## config.mk

```make
export PLATFORM = sky130hd
export DESIGN_NAME = fsync_out
export DESIGN_NICKNAME = d
export VERILOG_FILES = /design/src/logic/fsync_pkg.sv /design/src/logic/crc_unit.sv /design/src/logic/fsync_out.sv
export SDC_FILE = /design/constraint.sdc
export NUM_CORES = 1
export LEC_CHECK = 0
export BUFFER_PORTS_ARGS = -buffer_cell sky130_fd_sc_hd__buf_2
export CAP_MARGIN = 20
export CORE_ASPECT_RATIO = 2
export CORE_MARGIN = 1
export CORE_UTILIZATION = 25
export CTS_BUF_LIST = sky130_fd_sc_hd__clkbuf_16
export CTS_CLUSTER_SIZE = 28
export DETAILED_ROUTE_END_ITERATION = 6
export PLACE_DENSITY_LB_ADDON = 0.08
export SYNTH_ARGS = -nofsm -noshare
export SYNTH_HDL_FRONTEND = slang
export SYNTH_HIERARCHICAL = 1
export SYNTH_SLANG_ARGS = --single-unit
export TNS_END_PERCENT = 30
```

## constraint.sdc

```tcl
create_clock -name pclk -period 3.7 [get_ports pclk]
set_input_delay 0 -clock pclk [delete_from_list [all_inputs] [get_ports pclk]]
set_output_delay 0 -clock pclk [all_outputs]
set_load 0.1 [all_outputs]
```

## src/logic/fsync_pkg.sv

```systemverilog
// Package of constants for the frame-sync serial output block
// Notes on behaviour
// RL1: Master drives frame sync, 32 clocks per frame
// RL2: Master frame sync 50-50, falls after bit 15
// RL3: Bits change on falling edge, host samples rising
// RL4: Master mode: command and chain inputs tied low
// RL5: Slave: host supplies running frame sync and clock
// RL6: Slave: serial clock never stopped by host
// RL7: Slave clock count power-of-two, enough bits
// RL8: Slave frame period must match pin setting
// RL9: Slave samples chain input on falling edge
// RL10: Word is 24 data bits plus optional 8
// RL11: Data saturates at 7FFFFF and 800000
// RL12: Status word appended unless status disabled
// RL13: Select 0: CRC4, range flag, zeros; 1: CRC8
// RL14: CRC covers data bytes only, follows data
// RL15: CRC-4 polynomial constant 0x3
// RL16: CRC-8 polynomial constant 0x07
// RL17: Clear register, XOR chunks MSB first, shift
// RL18: Host recomputes CRC, mismatch means error
// RL19: Role pin picks master or slave mode; the code has no role pin and uses config bit 2 (CFG_ROLE_BIT)
// RL20: Config bit 0 select, bit 1 disable, reset 0
// RL21: Status shifted MSB first right after data
package fsync_pkg;
    localparam int DATA_BITS = 24;
    localparam int STAT_BITS = 8;
    localparam int FRAME_BITS = 32;
    localparam int FSYNC_FALL_BIT = 15;
    localparam logic [3:0] CRC4_POLY = 4'h3;
    localparam logic [7:0] CRC8_POLY = 8'h07;
    localparam logic [23:0] CODE_MAX = 24'h7FFFFF;
    localparam logic [23:0] CODE_MIN = 24'h800000;
    localparam logic [31:0] ADDR_CONFIG = 32'h00000000;
    localparam logic [31:0] ADDR_STATUS = 32'h00000004;
    localparam logic [31:0] ADDR_DIVIDE = 32'h00000008;
    localparam int CFG_SEL_BIT = 0;
    localparam int CFG_DIS_BIT = 1;
    localparam int CFG_ROLE_BIT = 2;
    localparam logic [2:0] CONFIG_RESET = 3'h0;
    localparam logic [15:0] DIVIDE_RESET = 16'h0002;
    typedef enum logic [1:0] {ST_IDLE, ST_SHIFT, ST_DONE} shift_state_t;
endpackage

```

## src/logic/crc_unit.sv

```systemverilog
`timescale 1ns/10ps
// Combinational CRC of the 24-bit data word, 4 or 8 bits
module crc_unit
    import fsync_pkg::*;
(
    input wire logic [23:0] data,
    output logic [3:0] crc4,
    output logic [7:0] crc8
);
    always_comb begin
        logic [3:0] r4;
        logic [7:0] r8;
        r4 = 4'h0;
        r8 = 8'h00;
        // Chunk XOR then n shift steps, implied top bit
        for (int c = 0; c < 6; c++) begin
            r4 = r4 ^ data[23 - 4*c -: 4]; // RL17
            for (int s = 0; s < 4; s++) begin
                r4 = r4[3] ? ({r4[2:0], 1'b0} ^ CRC4_POLY) : {r4[2:0], 1'b0}; // RL15
            end
        end
        for (int c = 0; c < 3; c++) begin
            r8 = r8 ^ data[23 - 8*c -: 8]; // RL17
            for (int s = 0; s < 8; s++) begin
                r8 = r8[7] ? ({r8[6:0], 1'b0} ^ CRC8_POLY) : {r8[6:0], 1'b0}; // RL16
            end
        end
        crc4 = r4;
        crc8 = r8;
    end
endmodule // crc_unit

```

## src/logic/fsync_out.sv

```systemverilog
`timescale 1ns/10ps
// Frame-sync serial output: master/slave framing, clipping, status word
module fsync_out
    import fsync_pkg::*;
(
    input wire logic pclk,
    input wire logic presetn,
    input wire logic psel,
    input wire logic penable,
    input wire logic pwrite,
    input wire logic [31:0] paddr,
    input wire logic [31:0] pwdata,
    output logic [31:0] prdata,
    output logic pready,
    output logic pslverr,
    input wire logic [31:0] sample_in,
    input wire logic sample_valid,
    input wire logic input_out_of_range_flag,
    input wire logic frame_sync_in,
    input wire logic sclk_in,
    input wire logic chain_data_in,
    output logic frame_sync_out,
    output logic frame_sync_oe,
    output logic sclk_out,
    output logic sclk_oe,
    output logic dout,
    output logic [31:0] chain_word
);
    logic [2:0] cfg_ff;
    logic [15:0] div_ff;
    logic [31:0] prdata_ff;
    logic pready_ff;
    logic pslverr_ff;
    logic [2:0] fs_sync_ff;
    logic [2:0] sck_sync_ff;
    logic [2:0] chn_sync_ff;
    logic [23:0] hold_ff;
    logic hold_oor_ff;
    logic [31:0] shreg_ff;
    logic [5:0] bit_ff;
    logic [15:0] div_cnt_ff;
    logic sclk_ff;
    logic fs_ff;
    logic dout_ff;
    logic [31:0] chain_ff;
    logic [31:0] chain_word_ff;
    logic frames_ff;
    shift_state_t state_ff;
    logic [3:0] crc4;
    logic [7:0] crc8;
    logic [23:0] clipped;
    logic [7:0] status;
    logic [31:0] word;
    logic master;
    logic sck_rise;
    logic sck_fall;
    logic fs_rise;
    logic sck_fall_x;
    logic frame_start;
    logic apb_done;

    assign master = cfg_ff[CFG_ROLE_BIT];
    assign apb_done = psel && penable && pready_ff;

    // Saturate wide signed sample into 24 bits
    always_comb begin
        if ($signed(sample_in) >= $signed({{8{1'b0}}, CODE_MAX})) begin
            clipped = CODE_MAX; // RL11
        end else if ($signed(sample_in) <= $signed({{8{1'b1}}, CODE_MIN})) begin
            clipped = CODE_MIN; // RL11
        end else begin
            clipped = sample_in[23:0];
        end
    end

    crc_unit u_crc (
        .data(hold_ff),
        .crc4(crc4),
        .crc8(crc8)
    );

    always_comb begin
        if (cfg_ff[CFG_SEL_BIT]) begin
            status = crc8; // RL13
        end else begin
            status = {crc4, hold_oor_ff, 3'h0}; // RL13 RL14
        end
        word = {hold_ff, cfg_ff[CFG_DIS_BIT] ? 8'h00 : status}; // RL10 RL12
    end

    // APB slave, single wait state
    always_ff @(posedge pclk or negedge presetn) begin
        if (!presetn) begin
            pready_ff <= 1'b0;
        end else begin
            pready_ff <= psel && penable && !pready_ff;
        end
    end

    always_ff @(posedge pclk or negedge presetn) begin
        if (!presetn) begin
            cfg_ff <= CONFIG_RESET; // RL20
            div_ff <= DIVIDE_RESET;
        end else if (apb_done && pwrite) begin
            if (paddr == ADDR_CONFIG) begin
                cfg_ff <= pwdata[2:0]; // RL20
            end else if (paddr == ADDR_DIVIDE) begin
                div_ff <= (pwdata[15:0] == 16'h0000) ? 16'h0001 : pwdata[15:0];
            end
        end
    end

    always_ff @(posedge pclk or negedge presetn) begin
        if (!presetn) begin
            prdata_ff <= 32'h00000000;
            pslverr_ff <= 1'b0;
        end else if (psel && penable && !pready_ff) begin
            pslverr_ff <= 1'b0;
            prdata_ff <= 32'h00000000;
            if (paddr == ADDR_CONFIG) begin
                prdata_ff <= {29'h0, cfg_ff};
            end else if (paddr == ADDR_STATUS) begin
                prdata_ff <= {24'h0, hold_oor_ff, frames_ff, bit_ff};
            end else if (paddr == ADDR_DIVIDE) begin
                prdata_ff <= {16'h0, div_ff};
            end else begin
                pslverr_ff <= 1'b1;
            end
        end else begin
            pslverr_ff <= 1'b0;
        end
    end

    // Two-flop synchronisers plus an edge stage
    always_ff @(posedge pclk or negedge presetn) begin
        if (!presetn) begin
            fs_sync_ff <= 3'h0;
            sck_sync_ff <= 3'h0;
            chn_sync_ff <= 3'h0;
        end else begin
            fs_sync_ff <= {fs_sync_ff[1:0], frame_sync_in};
            sck_sync_ff <= {sck_sync_ff[1:0], sclk_in};
            chn_sync_ff <= {chn_sync_ff[1:0], chain_data_in};
        end
    end

    assign fs_rise = fs_sync_ff[1] && !fs_sync_ff[2];
    assign sck_rise = sck_sync_ff[1] && !sck_sync_ff[2];
    assign sck_fall_x = !sck_sync_ff[1] && sck_sync_ff[2];

    // Master clock divider: half period of div_ff pclk cycles
    always_ff @(posedge pclk or negedge presetn) begin
        if (!presetn) begin
            div_cnt_ff <= 16'h0000;
            sclk_ff <= 1'b0;
        end else if (!master) begin
            div_cnt_ff <= 16'h0000;
            sclk_ff <= 1'b0;
        end else if (div_cnt_ff >= div_ff - 16'h0001) begin
            div_cnt_ff <= 16'h0000;
            sclk_ff <= !sclk_ff; // RL1
        end else begin
            div_cnt_ff <= div_cnt_ff + 16'h0001;
        end
    end

    assign sck_fall = master ? (sclk_ff && div_cnt_ff >= div_ff - 16'h0001) : sck_fall_x;
    // Master frame begins on the falling edge after bit 31
    // Counter past the last bit (left from slave mode) also starts a frame
    assign frame_start = master ? (sck_fall && bit_ff >= 6'(FRAME_BITS - 1)) : fs_rise;

    // Latch newest sample; the shift register keeps the frame copy
    always_ff @(posedge pclk or negedge presetn) begin
        if (!presetn) begin
            hold_ff <= 24'h000000;
            hold_oor_ff <= 1'b0;
        end else if (sample_valid) begin
            hold_ff <= clipped;
            hold_oor_ff <= input_out_of_range_flag;
        end
    end

    // Shift engine: MSB at frame start, next bit each falling edge
    always_ff @(posedge pclk or negedge presetn) begin
        if (!presetn) begin
            shreg_ff <= 32'h00000000;
            bit_ff <= 6'(FRAME_BITS - 1);
            state_ff <= ST_IDLE;
            fs_ff <= 1'b0;
            frames_ff <= 1'b0;
        end else begin
            case (state_ff)
                ST_IDLE: begin
                    if (frame_start) begin
                        shreg_ff <= word; // RL5 RL3
                        bit_ff <= 6'h00;
                        fs_ff <= master; // RL2
                        state_ff <= ST_SHIFT;
                        frames_ff <= 1'b1;
                    end
                end
                ST_SHIFT: begin
                    if (frame_start) begin
                        shreg_ff <= word;
                        bit_ff <= 6'h00;
                        fs_ff <= master;
                    end else if (sck_fall) begin
                        shreg_ff <= {shreg_ff[30:0], 1'b0}; // RL3 RL21
                        bit_ff <= bit_ff + 6'h01;
                        if (bit_ff == 6'(FRAME_BITS - FSYNC_FALL_BIT - 2)) begin
                            fs_ff <= 1'b0; // RL2
                        end
                        if (bit_ff == 6'(FRAME_BITS - 1) && !master) begin
                            state_ff <= ST_DONE;
                        end
                    end
                end
                ST_DONE: begin
                    if (frame_start) begin
                        shreg_ff <= word;
                        bit_ff <= 6'h00;
                        fs_ff <= master; // RL2
                        state_ff <= ST_SHIFT;
                    end
                end
                default: state_ff <= ST_IDLE;
            endcase
        end
    end

    always_ff @(posedge pclk or negedge presetn) begin
        if (!presetn) begin
            dout_ff <= 1'b0;
        end else begin
            dout_ff <= (state_ff == ST_SHIFT) ? shreg_ff[31] : 1'b0;
        end
    end

    // Chain input captured on falling edges in slave mode
    always_ff @(posedge pclk or negedge presetn) begin
        if (!presetn) begin
            chain_ff <= 32'h00000000;
            chain_word_ff <= 32'h00000000;
        end else if (!master) begin
            if (sck_fall_x) begin
                chain_ff <= {chain_ff[30:0], chn_sync_ff[1]}; // RL9
            end
            if (fs_rise) begin
                chain_word_ff <= chain_ff;
            end
        end
    end

    // Output enables follow the frame role
    always_ff @(posedge pclk or negedge presetn) begin
        if (!presetn) begin
            frame_sync_oe <= 1'b0;
            sclk_oe <= 1'b0;
        end else begin
            frame_sync_oe <= master; // RL1
            sclk_oe <= master;
        end
    end

    // Master pins, one cycle behind their sources like dout
    always_ff @(posedge pclk or negedge presetn) begin
        if (!presetn) begin
            frame_sync_out <= 1'b0;
            sclk_out <= 1'b0;
        end else begin
            frame_sync_out <= fs_ff; // RL2
            sclk_out <= sclk_ff; // RL1
        end
    end

    assign prdata = prdata_ff;
    assign pready = pready_ff;
    assign pslverr = pslverr_ff;
    assign dout = dout_ff;
    assign chain_word = chain_word_ff;
endmodule // fsync_out

```

==> metrics.log, run 1 <==
[metrics] Synth area leaders: dfrtp_1 (47%), nand2_1 (9.1%), xnor2_1 (5.0%)
[metrics] sequential fraction of the synthesis area: 49.0%
[metrics] Worst Hold Endpoint: hold_ff[16]$_DFFE_PN0P_
[metrics] outcome: completed
[metrics] combined buffer and inverter count along the critical path: 2
[metrics] number of enable-type register cells in the synthesized netlist: 0
[metrics] antenna violations before repair: 0
[metrics] Layout Skew: 15.2 ps
[metrics] number of synthesized register bits: 197
[metrics] Yosys top cell area share: 47.4%
[metrics] fraction of power spent switching nets: 30.7%
[metrics] Leakage: 0.00626 uW
[metrics] cell depth of the worst min-delay path: 3
[metrics] clock-pin slew on the worst setup and hold paths: 80 ps
[metrics] class of the most critical hold timing path: in -> reg
[metrics] clock sink count: 197
[metrics] post-placement cell count: 1666
[metrics] IR Drop Worst-Case VDD: 0.000328 V
[metrics] final total power: 5460 uW
[metrics] hold_sp: sample_valid
[metrics] count of max-cap constraint violations: 0
[metrics] wire length of the first global-routing pass: 46700 um
[metrics] wire length after detailed routing: 30500 um
[metrics] DR WL/cell: 17.3 um
[metrics] crit-path cells: nor3_2, nand2b_1, nor4_4, nand2_1, or2_4, nor4_4, xnor2_1, ha_1, nand4_1, nor4_4, o31ai_4, nand4_4, a22oi_2, buf_6, clkbuf_16, a22oi_1, o21ai_0
[metrics] number of distinct library cells after synthesis: 68
[metrics] Required @ worst endpoint: 4020 ps
[metrics] largest net degree at the start of global routing: 78
[metrics] synth warn: 6
[metrics] total CTS buffers: 17
[metrics] remaining global-route overflow: 0
[metrics] worst-margin pin slew: 787 ps
[metrics] relative slew slack: 47.2%
[metrics] count of nets after finishing: 1343
[metrics] iteration count of the initial detailed-routing pass: 4
[metrics] floorplan die height: 286 um
[metrics] average via count per standard cell: 4.44
[metrics] number of failing setup endpoints in the final timing report: 0
[metrics] min Tclk post-route: 3620 ps
[metrics] most frequently used cell type in the post-synthesis netlist: nand2_1
[metrics] post-route antenna net violation count: 0
[metrics] startpoint class of the critical path: flop
[metrics] cell-internal power: 3790 uW
[metrics] Largest stage delay, worst path: 410 ps
[metrics] most instantiated flip-flop cell in the synthesis netlist: dfrtp_1
[metrics] Gate Count Post-Synth: 1005
[metrics] kind of end point of the critical path: flop
[metrics] Synth area leader: dfrtp_1
[metrics] WHS: 22.6 ps
[metrics] asr flop ratio synth: 100%
[metrics] via count of the first global-routing pass: 8142
[metrics] part of the total power dissipated in sequential elements: 41.2%
[metrics] Max FO, Critical Path: 9
[metrics] R2R depth: 17
[metrics] worst setup path startpoint: div_ff[2]$_DFFE_PN0P_
[metrics] Clk Tree Root Cell: clkbuf_16
[metrics] Final Hold Violating Endpoints: 0
[metrics] core region area: 0.0396 mm2
[metrics] combinational group share of total power: 24.3%
[metrics] commonest cells in the netlist: nand2_1 (244), dfrtp_1 (191), nor2_1 (86)
[metrics] die area: 0.0412 mm2
[metrics] unrepaired setup endpoints after global routing: yes
[metrics] row count: 103
[metrics] number of H-tree branching levels: 4
[metrics] DP Wirelength: 22200 um
[metrics] P_sw: 1680 uW
[metrics] placed cell areas: 0.0116 mm2
[metrics] Area Growth Syn to Fin: 27.0%
[metrics] count of routing violations after the opening detailed-route iteration: 347
[metrics] most frequent CP cell: nor4_4
[metrics] share of the clock period used by the worst path: 97.9%
[metrics] io pins: 177
[metrics] Layout Cell Area excl Fill: 0.0128 mm2
[metrics] initial cell density of the core: 25.5%
[metrics] Pins Over Slew Limit: 0
[metrics] final instance count without filler cells: 1756
[metrics] fraction of power consumed by the clock network: 34.6%
[metrics] Post-Syn Area per Cell: 10.0 um2
[metrics] total routing usage reported by global routing: 15.4%
[metrics] clock tree from TritonCTS: built
[metrics] Skew-Pair Late Insertion Delay: 450 ps
[metrics] power density over the cells: 427 mW/mm2
[metrics] reg-to-reg critical path startpoint: div_ff[2]$_DFFE_PN0P_
[metrics] post-route core utilization: 32.4%
[metrics] share of layout cells above drive strength 1: 22.4%
[metrics] fmax: 276 MHz
[metrics] data arrival time at the worst-slack endpoint: 3950 ps
[metrics] weighted congestion at the end of routability-driven global placement: 0.822
[metrics] DRC violation count after routing: 0
[metrics] number of vias after detailed routing: 7794
[metrics] kind of critical path: reg -> reg
[metrics] cell area after synthesis: 0.0101 mm2
[metrics] crit-path leading delay family: simple AND/OR/NAND/NOR gates
[metrics] endpoint of the worst-slack reg-to-reg timing path: shreg_ff[2]$_DFFE_PN0P_
[metrics] worst reg-to-reg setup slack: 80 ps
[metrics] Longest Clk Path Bufs: 2
[metrics] antenna diode count: 0
[metrics] cell with the largest stage delay on the worst path: dfrtp_1
[metrics] Die Width: 144 um
[metrics] buffers added on ports: 144
-- per-layer routing --
layer / GRT usage (%) / vias up / part of all wire (%)
li1: - / 3835 / -
met1: 16.1 / 3730 / 38
met2: 29.8 / 190 / 56
met3: 2.16 / 39 / 2.8
met4: 6.25 / 0 / 2.9
met5: 0 / - / 0
-- cell type report --
class / instances / area (um2)
inverter: 14 / 52.6
clock buffer: 17 / 425
fill: 4154 / 26800
tap: 525 / 657
timing repair buffer: 240 / 1670
multi-input combinational: 748 / 4900
clock inverter: 15 / 158
sequential: 197 / 4940
-- registers in the layout, summed over array words and instances (netlist names), 2 cells and up --
register / flops
chain_ff: 32
sck_sync_ff: 3
chain_word: 32
chn_sync_ff: 2
cfg_ff: 3
div_cnt_ff: 16
bit_ff: 6
hold_ff: 24
fs_sync_ff: 3
shreg_ff: 32
prdata: 16
state_ff: 2
div_ff: 16
-- cells by family (layout without fill, tap and decap cells) --
group / after synthesis / in the layout / synth area share [%]
simple gates: 459 / 459 / 20.6
flops: 197 / 197 / 49.0
compound gates: 124 / 124 / 9.17
xor+xnor: 105 / 105 / 12.2
buf+inv: 75 / 286 / 3.94
mux: 25 / 25 / 2.69
fa+ha+maj: 19 / 19 / 2.36
other cells: 1 / 16 / 0.0372
-- tightest hold or removal path, cell delays in order --
cell	delay [ps]
buf_2	250
nor2_1	140
nor2_1	50
-- power by group through the flow --
stage / Combinational (uW) / Clock [uW] / Sequential (uW)
2_1_floorplan: 990 / 0 / 2270
5_1_grt: 1450 / 2050 / 2260
4_1_cts: 1360 / 1980 / 2250
3_5_place_dp: 1300 / 0 / 2290
6_report: 1320 / 1890 / 2250
3_3_place_gp: 1310 / 0 / 2290
-- what timing repair did --
item                                    CTS  global route
gates resized for setup                   0             9
endpoints found under the setup margin    4            40
buffers inserted                          0             3
endpoints found under the hold margin   116             0
gates cloned                              0             3
hold buffers                             52             0
pin swaps                                 0             5
-- per-stage QoR --
| stage | TNS, ps | setup slack (ps) |
|---|---|---|
| 2_1_floorplan | 0 | 25.6 |
| 3_3_place_gp | 0 | 59.3 |
| 3_5_place_dp | 0 | 31.3 |
| 4_1_cts | -50.1 | -17.2 |
| 5_1_grt | -6950 | -211 |
| 6_report | 0 | 78.1 |
-- worst max path at each step --
stage | to | slack (ps) | cells past startpoint
6_report | shreg_ff[2]$_DFFE_PN0P_ | 80 | 17
3_3_place_gp | bit_ff[2]$_DFFE_PN1P_ | 60 | 16
5_1_grt | shreg_ff[9]$_DFFE_PN0P_ | -210 | 18
4_1_cts | bit_ff[2]$_DFFE_PN1P_ | -20 | 16
3_5_place_dp | shreg_ff[2]$_DFFE_PN0P_ | 30 | 16
2_1_floorplan | shreg_ff[31]$_DFFE_PN0P_ | 30 | 17
-- cells in the final DEF (no fill, tap or decap), types with 16 or more instances in the layout --
| cell type | instances |
|---|---|
| nor2_1 | 86 |
| mux2_2 | 17 |
| xnor3_1 | 17 |
| nand4_1 | 16 |
| nand2_1 | 244 |
| o221a_1 | 19 |
| buf_2 | 143 |
| a21oi_1 | 39 |
| xor2_1 | 24 |
| conb_1 | 16 |
| nor4_1 | 18 |
| nand3_1 | 23 |
| ha_1 | 19 |
| dfrtp_1 | 191 |
| buf_4 | 36 |
| clkbuf_16 | 19 |
| xnor2_1 | 58 |
| nand2b_1 | 26 |
| dlygate4sd3_1 | 52 |
Note: power is estimated with default switching activity, not from simulation.
==> run 2, diff against run 1 <==
- ABC_AREA: not set -> 1
- CORE_MARGIN: 1 -> 4
- SYNTH_HIERARCHICAL: 1 -> not set
==> metrics.log, run 2 <==
[metrics] asr flop ratio synth: 100% (unchanged)
[metrics] clock tree from TritonCTS: built
[metrics] pre-CTS WS: 29.2 ps (-2.10 ps)
[metrics] count of routing violations after the opening detailed-route iteration: 368 (+6.1%)
[metrics] buffers added on ports: 144 (unchanged)
[metrics] wire length of the first global-routing pass: 51500 um (+10%)
[metrics] Post-Syn Area per Cell: 7.98 um2 (-20%)
[metrics] die area: 0.0453 mm2 (+10%)
[metrics] endpoint of the worst-slack reg-to-reg timing path: shreg_ff[5]$_DFFE_PN0P_
[metrics] P_sw: 3030 uW (+81%)
[metrics] post-placement cell count: 1979 (+19%)
[metrics] Worst Hold Endpoint: div_ff[11]$_DFFE_PN0P_
[metrics] Synth area leader: dfrtp_1
[metrics] part of the total power dissipated in sequential elements: 36.1% (-5.1 points)
[metrics] wire length after detailed routing: 32700 um (+7.2%)
[metrics] area occupied by multi-input gates: 0.00474 mm2 (-3.1%)
[metrics] min Tclk post-route: 3460 ps (-162 ps)
[metrics] clock sink count: 197 (unchanged)
[metrics] Layout Skew: 17.6 ps (+2.33 ps)
[metrics] total CTS buffers: 17 (unchanged)
[metrics] worst-margin pin slew: 823 ps (+36.6 ps)
[metrics] total routing usage reported by global routing: 14.4% (-0.95 points)
[metrics] cell depth of the worst min-delay path: 4 (+1)
[metrics] startpoint class of the critical path: flop
[metrics] cell with the largest stage delay on the worst path: dfrtp_1
[metrics] most frequent CP cell: nand2_2
[metrics] fraction of power spent switching nets: 41.2% (+10 points)
[metrics] DRC violation count after routing: 0 (unchanged)
[metrics] relative slew slack: 45.1% (-2.1 points)
[metrics] clock-pin slew on the worst setup and hold paths: 80 ps (about the same)
[metrics] IR Drop Worst-Case VDD: 0.000353 V (+7.6%)
[metrics] io pins: 177 (unchanged)
[metrics] number of failing setup endpoints in the final timing report: 0 (unchanged)
[metrics] count of max-cap constraint violations: 0 (unchanged)
[metrics] initial cell density of the core: 25.4% (-0.051 points)
[metrics] data arrival time at the worst-slack endpoint: 3810 ps (-140 ps)
[metrics] core region area: 0.0411 mm2 (+3.9%)
[metrics] share of the clock period used by the worst path: 93.5% (-4.4 points)
[metrics] most common cell after layout, fill and taps aside: nand2_1
[metrics] share of layout cells above drive strength 1: 19.1% (-3.3 points)
[metrics] Yosys top cell area share: 45.7% (-1.7 points)
[metrics] count of nets after finishing: 1645 (+22%)
[metrics] Clk Tree Root Cell: clkbuf_16
[metrics] Required @ worst endpoint: 4050 ps (+30 ps)
[metrics] Final Hold Violating Endpoints: 0 (unchanged)
[metrics] row count: 105 (+1.9%)
[metrics] number of synthesized register bits: 197 (unchanged)
[metrics] Pins Over Slew Limit: 0 (unchanged)
[metrics] number of H-tree branching levels: 4 (unchanged)
[metrics] reg-to-reg critical path startpoint: div_ff[0]$_DFFE_PN0P_
[metrics] antenna violations before repair: 1 (+1)
[metrics] worst reg-to-reg setup slack: 240 ps (+160 ps)
[metrics] number of distinct library cells after synthesis: 46 (-32%)
[metrics] fraction of power consumed by the clock network: 25.8% (-8.8 points)
[metrics] DR WL/cell: 15.8 um (-9.0%)
[metrics] post-route antenna net violation count: 0 (unchanged)
[metrics] weighted congestion at the end of routability-driven global placement: 0.817 (-0.57%)
[metrics] Synth area leaders: dfrtp_1 (46%), nand2_1 (12%), o21ai_0 (6.5%)
[metrics] Skew-Pair Late Insertion Delay: 460 ps (about the same)
[metrics] cell-internal power: 4330 uW (+14%)
[metrics] R2R depth: 23 (+6)
[metrics] final instance count without filler cells: 2069 (+18%)
[metrics] cell area after synthesis: 0.0105 mm2 (+3.7%)
[metrics] via count of the first global-routing pass: 9370 (+15%)
[metrics] Max FO, Critical Path: 8 (-1)
[metrics] floorplan die height: 297 um (+3.9%)
[metrics] largest net degree at the start of global routing: 93 (+19%)
[metrics] iteration count of the initial detailed-routing pass: 4 (unchanged)
[metrics] most frequently used cell type in the post-synthesis netlist: nand2_1
[metrics] number of enable-type register cells in the synthesized netlist: 0 (unchanged)
[metrics] Gate Count Post-Synth: 1310 (+30%)
[metrics] class of the most critical hold timing path: in -> reg
[metrics] fmax: 289 MHz (+4.7%)
[metrics] outcome: completed
[metrics] leading cell types in the layout, fill and taps excluded: nand2_1 (335), dfrtp_1 (191), inv_1 (144)
[metrics] number of vias after detailed routing: 8992 (+15%)
[metrics] kind of critical path: reg -> reg
[metrics] Area Growth Syn to Fin: 26.1%
[metrics] Largest stage delay, worst path: 430 ps (+20 ps)
[metrics] Longest Clk Path Bufs: 2 (unchanged)
[metrics] Die Width: 153 um (+6.0%)
[metrics] sequential fraction of the synthesis area: 47.2% (-1.8 points)
[metrics] final total power: 7360 uW (+35%)
[metrics] WHS: 44.3 ps (+21.7 ps)
[metrics] post-route core utilization: 32.0% (-0.31 points)
[metrics] commonest cells in the netlist: nand2_1 (342), dfrtp_1 (191), inv_1 (147)
[metrics] average via count per standard cell: 4.35 (-2.1%)
[metrics] DP Wirelength: 25100 um (+13%)
[metrics] Filler Cells Inserted: 4437 (+6.8%)
[metrics] kind of end point of the critical path: flop
[metrics] Setup WS post-layout: 240 ps (+162 ps)
[metrics] synth warn: 0 (-6)
[metrics] power density over the cells: 558 mW/mm2 (+31%)
[metrics] crit-path cells: inv_2, ha_4, nand2_2, nor4_4, buf_4, nand2_2, nor3_2, nor3b_2, xor2_1, inv_1, ha_4, nand2_1, a21oi_2, a211oi_1, nand2_2, nand4_1, nand2_2, nand2_2, nand2_4, buf_6, buf_4, nor2_1, a21oi_2
[metrics] flip-flop and latch area: 0.00494 mm2 (unchanged)
[metrics] remaining global-route overflow: 0 (unchanged)
[metrics] Leakage: 0.00634 uW (+1.4%)
[metrics] combinational group share of total power: 38.1% (+14 points)
[metrics] hold_sp: paddr[1]
[metrics] most instantiated flip-flop cell in the synthesis netlist: dfrtp_1
==> run 2: changes by cell type in the layout (fill, tap and decap cells not counted), moves of 13 or more <==
cell,delta
a21oi_1,-15
nand3_1,+39
mux2_2,-16
nand2_1,+91
o21ai_0,+123
xnor2_1,-38
xnor3_1,-17
o221a_1,-19
nand2_2,+16
inv_2,+25
nand2b_1,-26
o21ai_1,+22
inv_1,+131
xor2_1,+13
==> run 2: cell families (layout without fill, tap and decap cells) <==
logic type | Yosys count | count (layout) | share of synthesized area (%)
other cells | 1 | 17 | 0.0359
compound gates | 230 | 230 | 12.0
simple gates | 564 | 564 | 22.7
buf+inv | 230 | 438 | 9.06
xor+xnor | 68 | 68 | 6.60
fa+ha+maj | 19 | 19 | 2.27
mux | 1 | 1 | 0.108
flops | 197 | 197 | 47.2
==> run 2: critical path, delay by kind of cell (launching register included) <==
| kind | cells | cell delay, ps |
|---|---|---|
| AO/OA/AOI/OAI | 3 | 290 |
| XOR/XNOR | 1 | 160 |
| adder cells (fa/ha/maj) | 2 | 350 |
| buffers and inverters | 5 | 630 |
| flip-flops | 1 | 430 |
| AND/OR/NAND/NOR | 12 | 1490 |
==> run 2: worst max-delay path by stage <==
| stage | startpoint | end | slack [ps] | depth (start not counted) |
|---|---|---|---|---|
| floorplan | div_ff[0]$_DFFE_PN0P_ | shreg_ff[3]$_DFFE_PN0P_ | 100 | 22 |
| global placement | div_ff[2]$_DFFE_PN0P_ | shreg_ff[4]$_DFFE_PN0P_ | 120 | 23 |
| detailed placement | div_ff[2]$_DFFE_PN0P_ | shreg_ff[19]$_DFFE_PN0P_ | 30 | 22 |
| CTS | div_ff[2]$_DFFE_PN0P_ | shreg_ff[19]$_DFFE_PN0P_ | 2 | 22 |
| global route | div_ff[0]$_DFFE_PN0P_ | bit_ff[2]$_DFFE_PN1P_ | -50 | 23 |
| finish | div_ff[0]$_DFFE_PN0P_ | shreg_ff[5]$_DFFE_PN0P_ | 240 | 23 |
==> run 2: power groups by stage <==
stage               logic [uW]  registers (uW)  clock network [uW]
floorplan                 1790            2900                   0
global placement          2710            2700                   0
detailed placement        2730            2700                   0
CTS                       2770            2660                1980
global route              3160            2690                2050
finish                    2800            2660                1900
==> run 2: routing by layer <==
layer	track usage (%)	vias up	part of all wire, %
met5	0	-	0
met4	5.67	0	3.2
met3	2.39	41	2.3
met2	29.3	155	59
met1	14.1	4206	36
li1	-	4590	-
==> run 2: metrics by stage <==
stage,cell area [um2],setup TNS [ps]
after floorplan,10500,0
after global placement,11900,0
after detailed placement,11900,0
after CTS,13000,0
after global routing,13200,-174
final,13200,0
==> run 2: layout make-up <==
cell class                      instances  area share, %
Clock buffer                           17           3.23
Inverter                              170           4.86
Clock inverter                         15           1.18
Timing Repair Buffer                  236           12.2
Antenna cell                            1         0.0190
Sequential cell                       197           37.5
Tap cell                              535           5.08
Multi-Input combinational cell        898           36.0
==> run 2: repair_timing <==
action	4_1_cts	5_1_grt
endpoints found under the hold margin	130	0
setup endpoints to repair	0	47
hold buffers	50	0
setup buffers	0	6
gates resized for setup	0	37
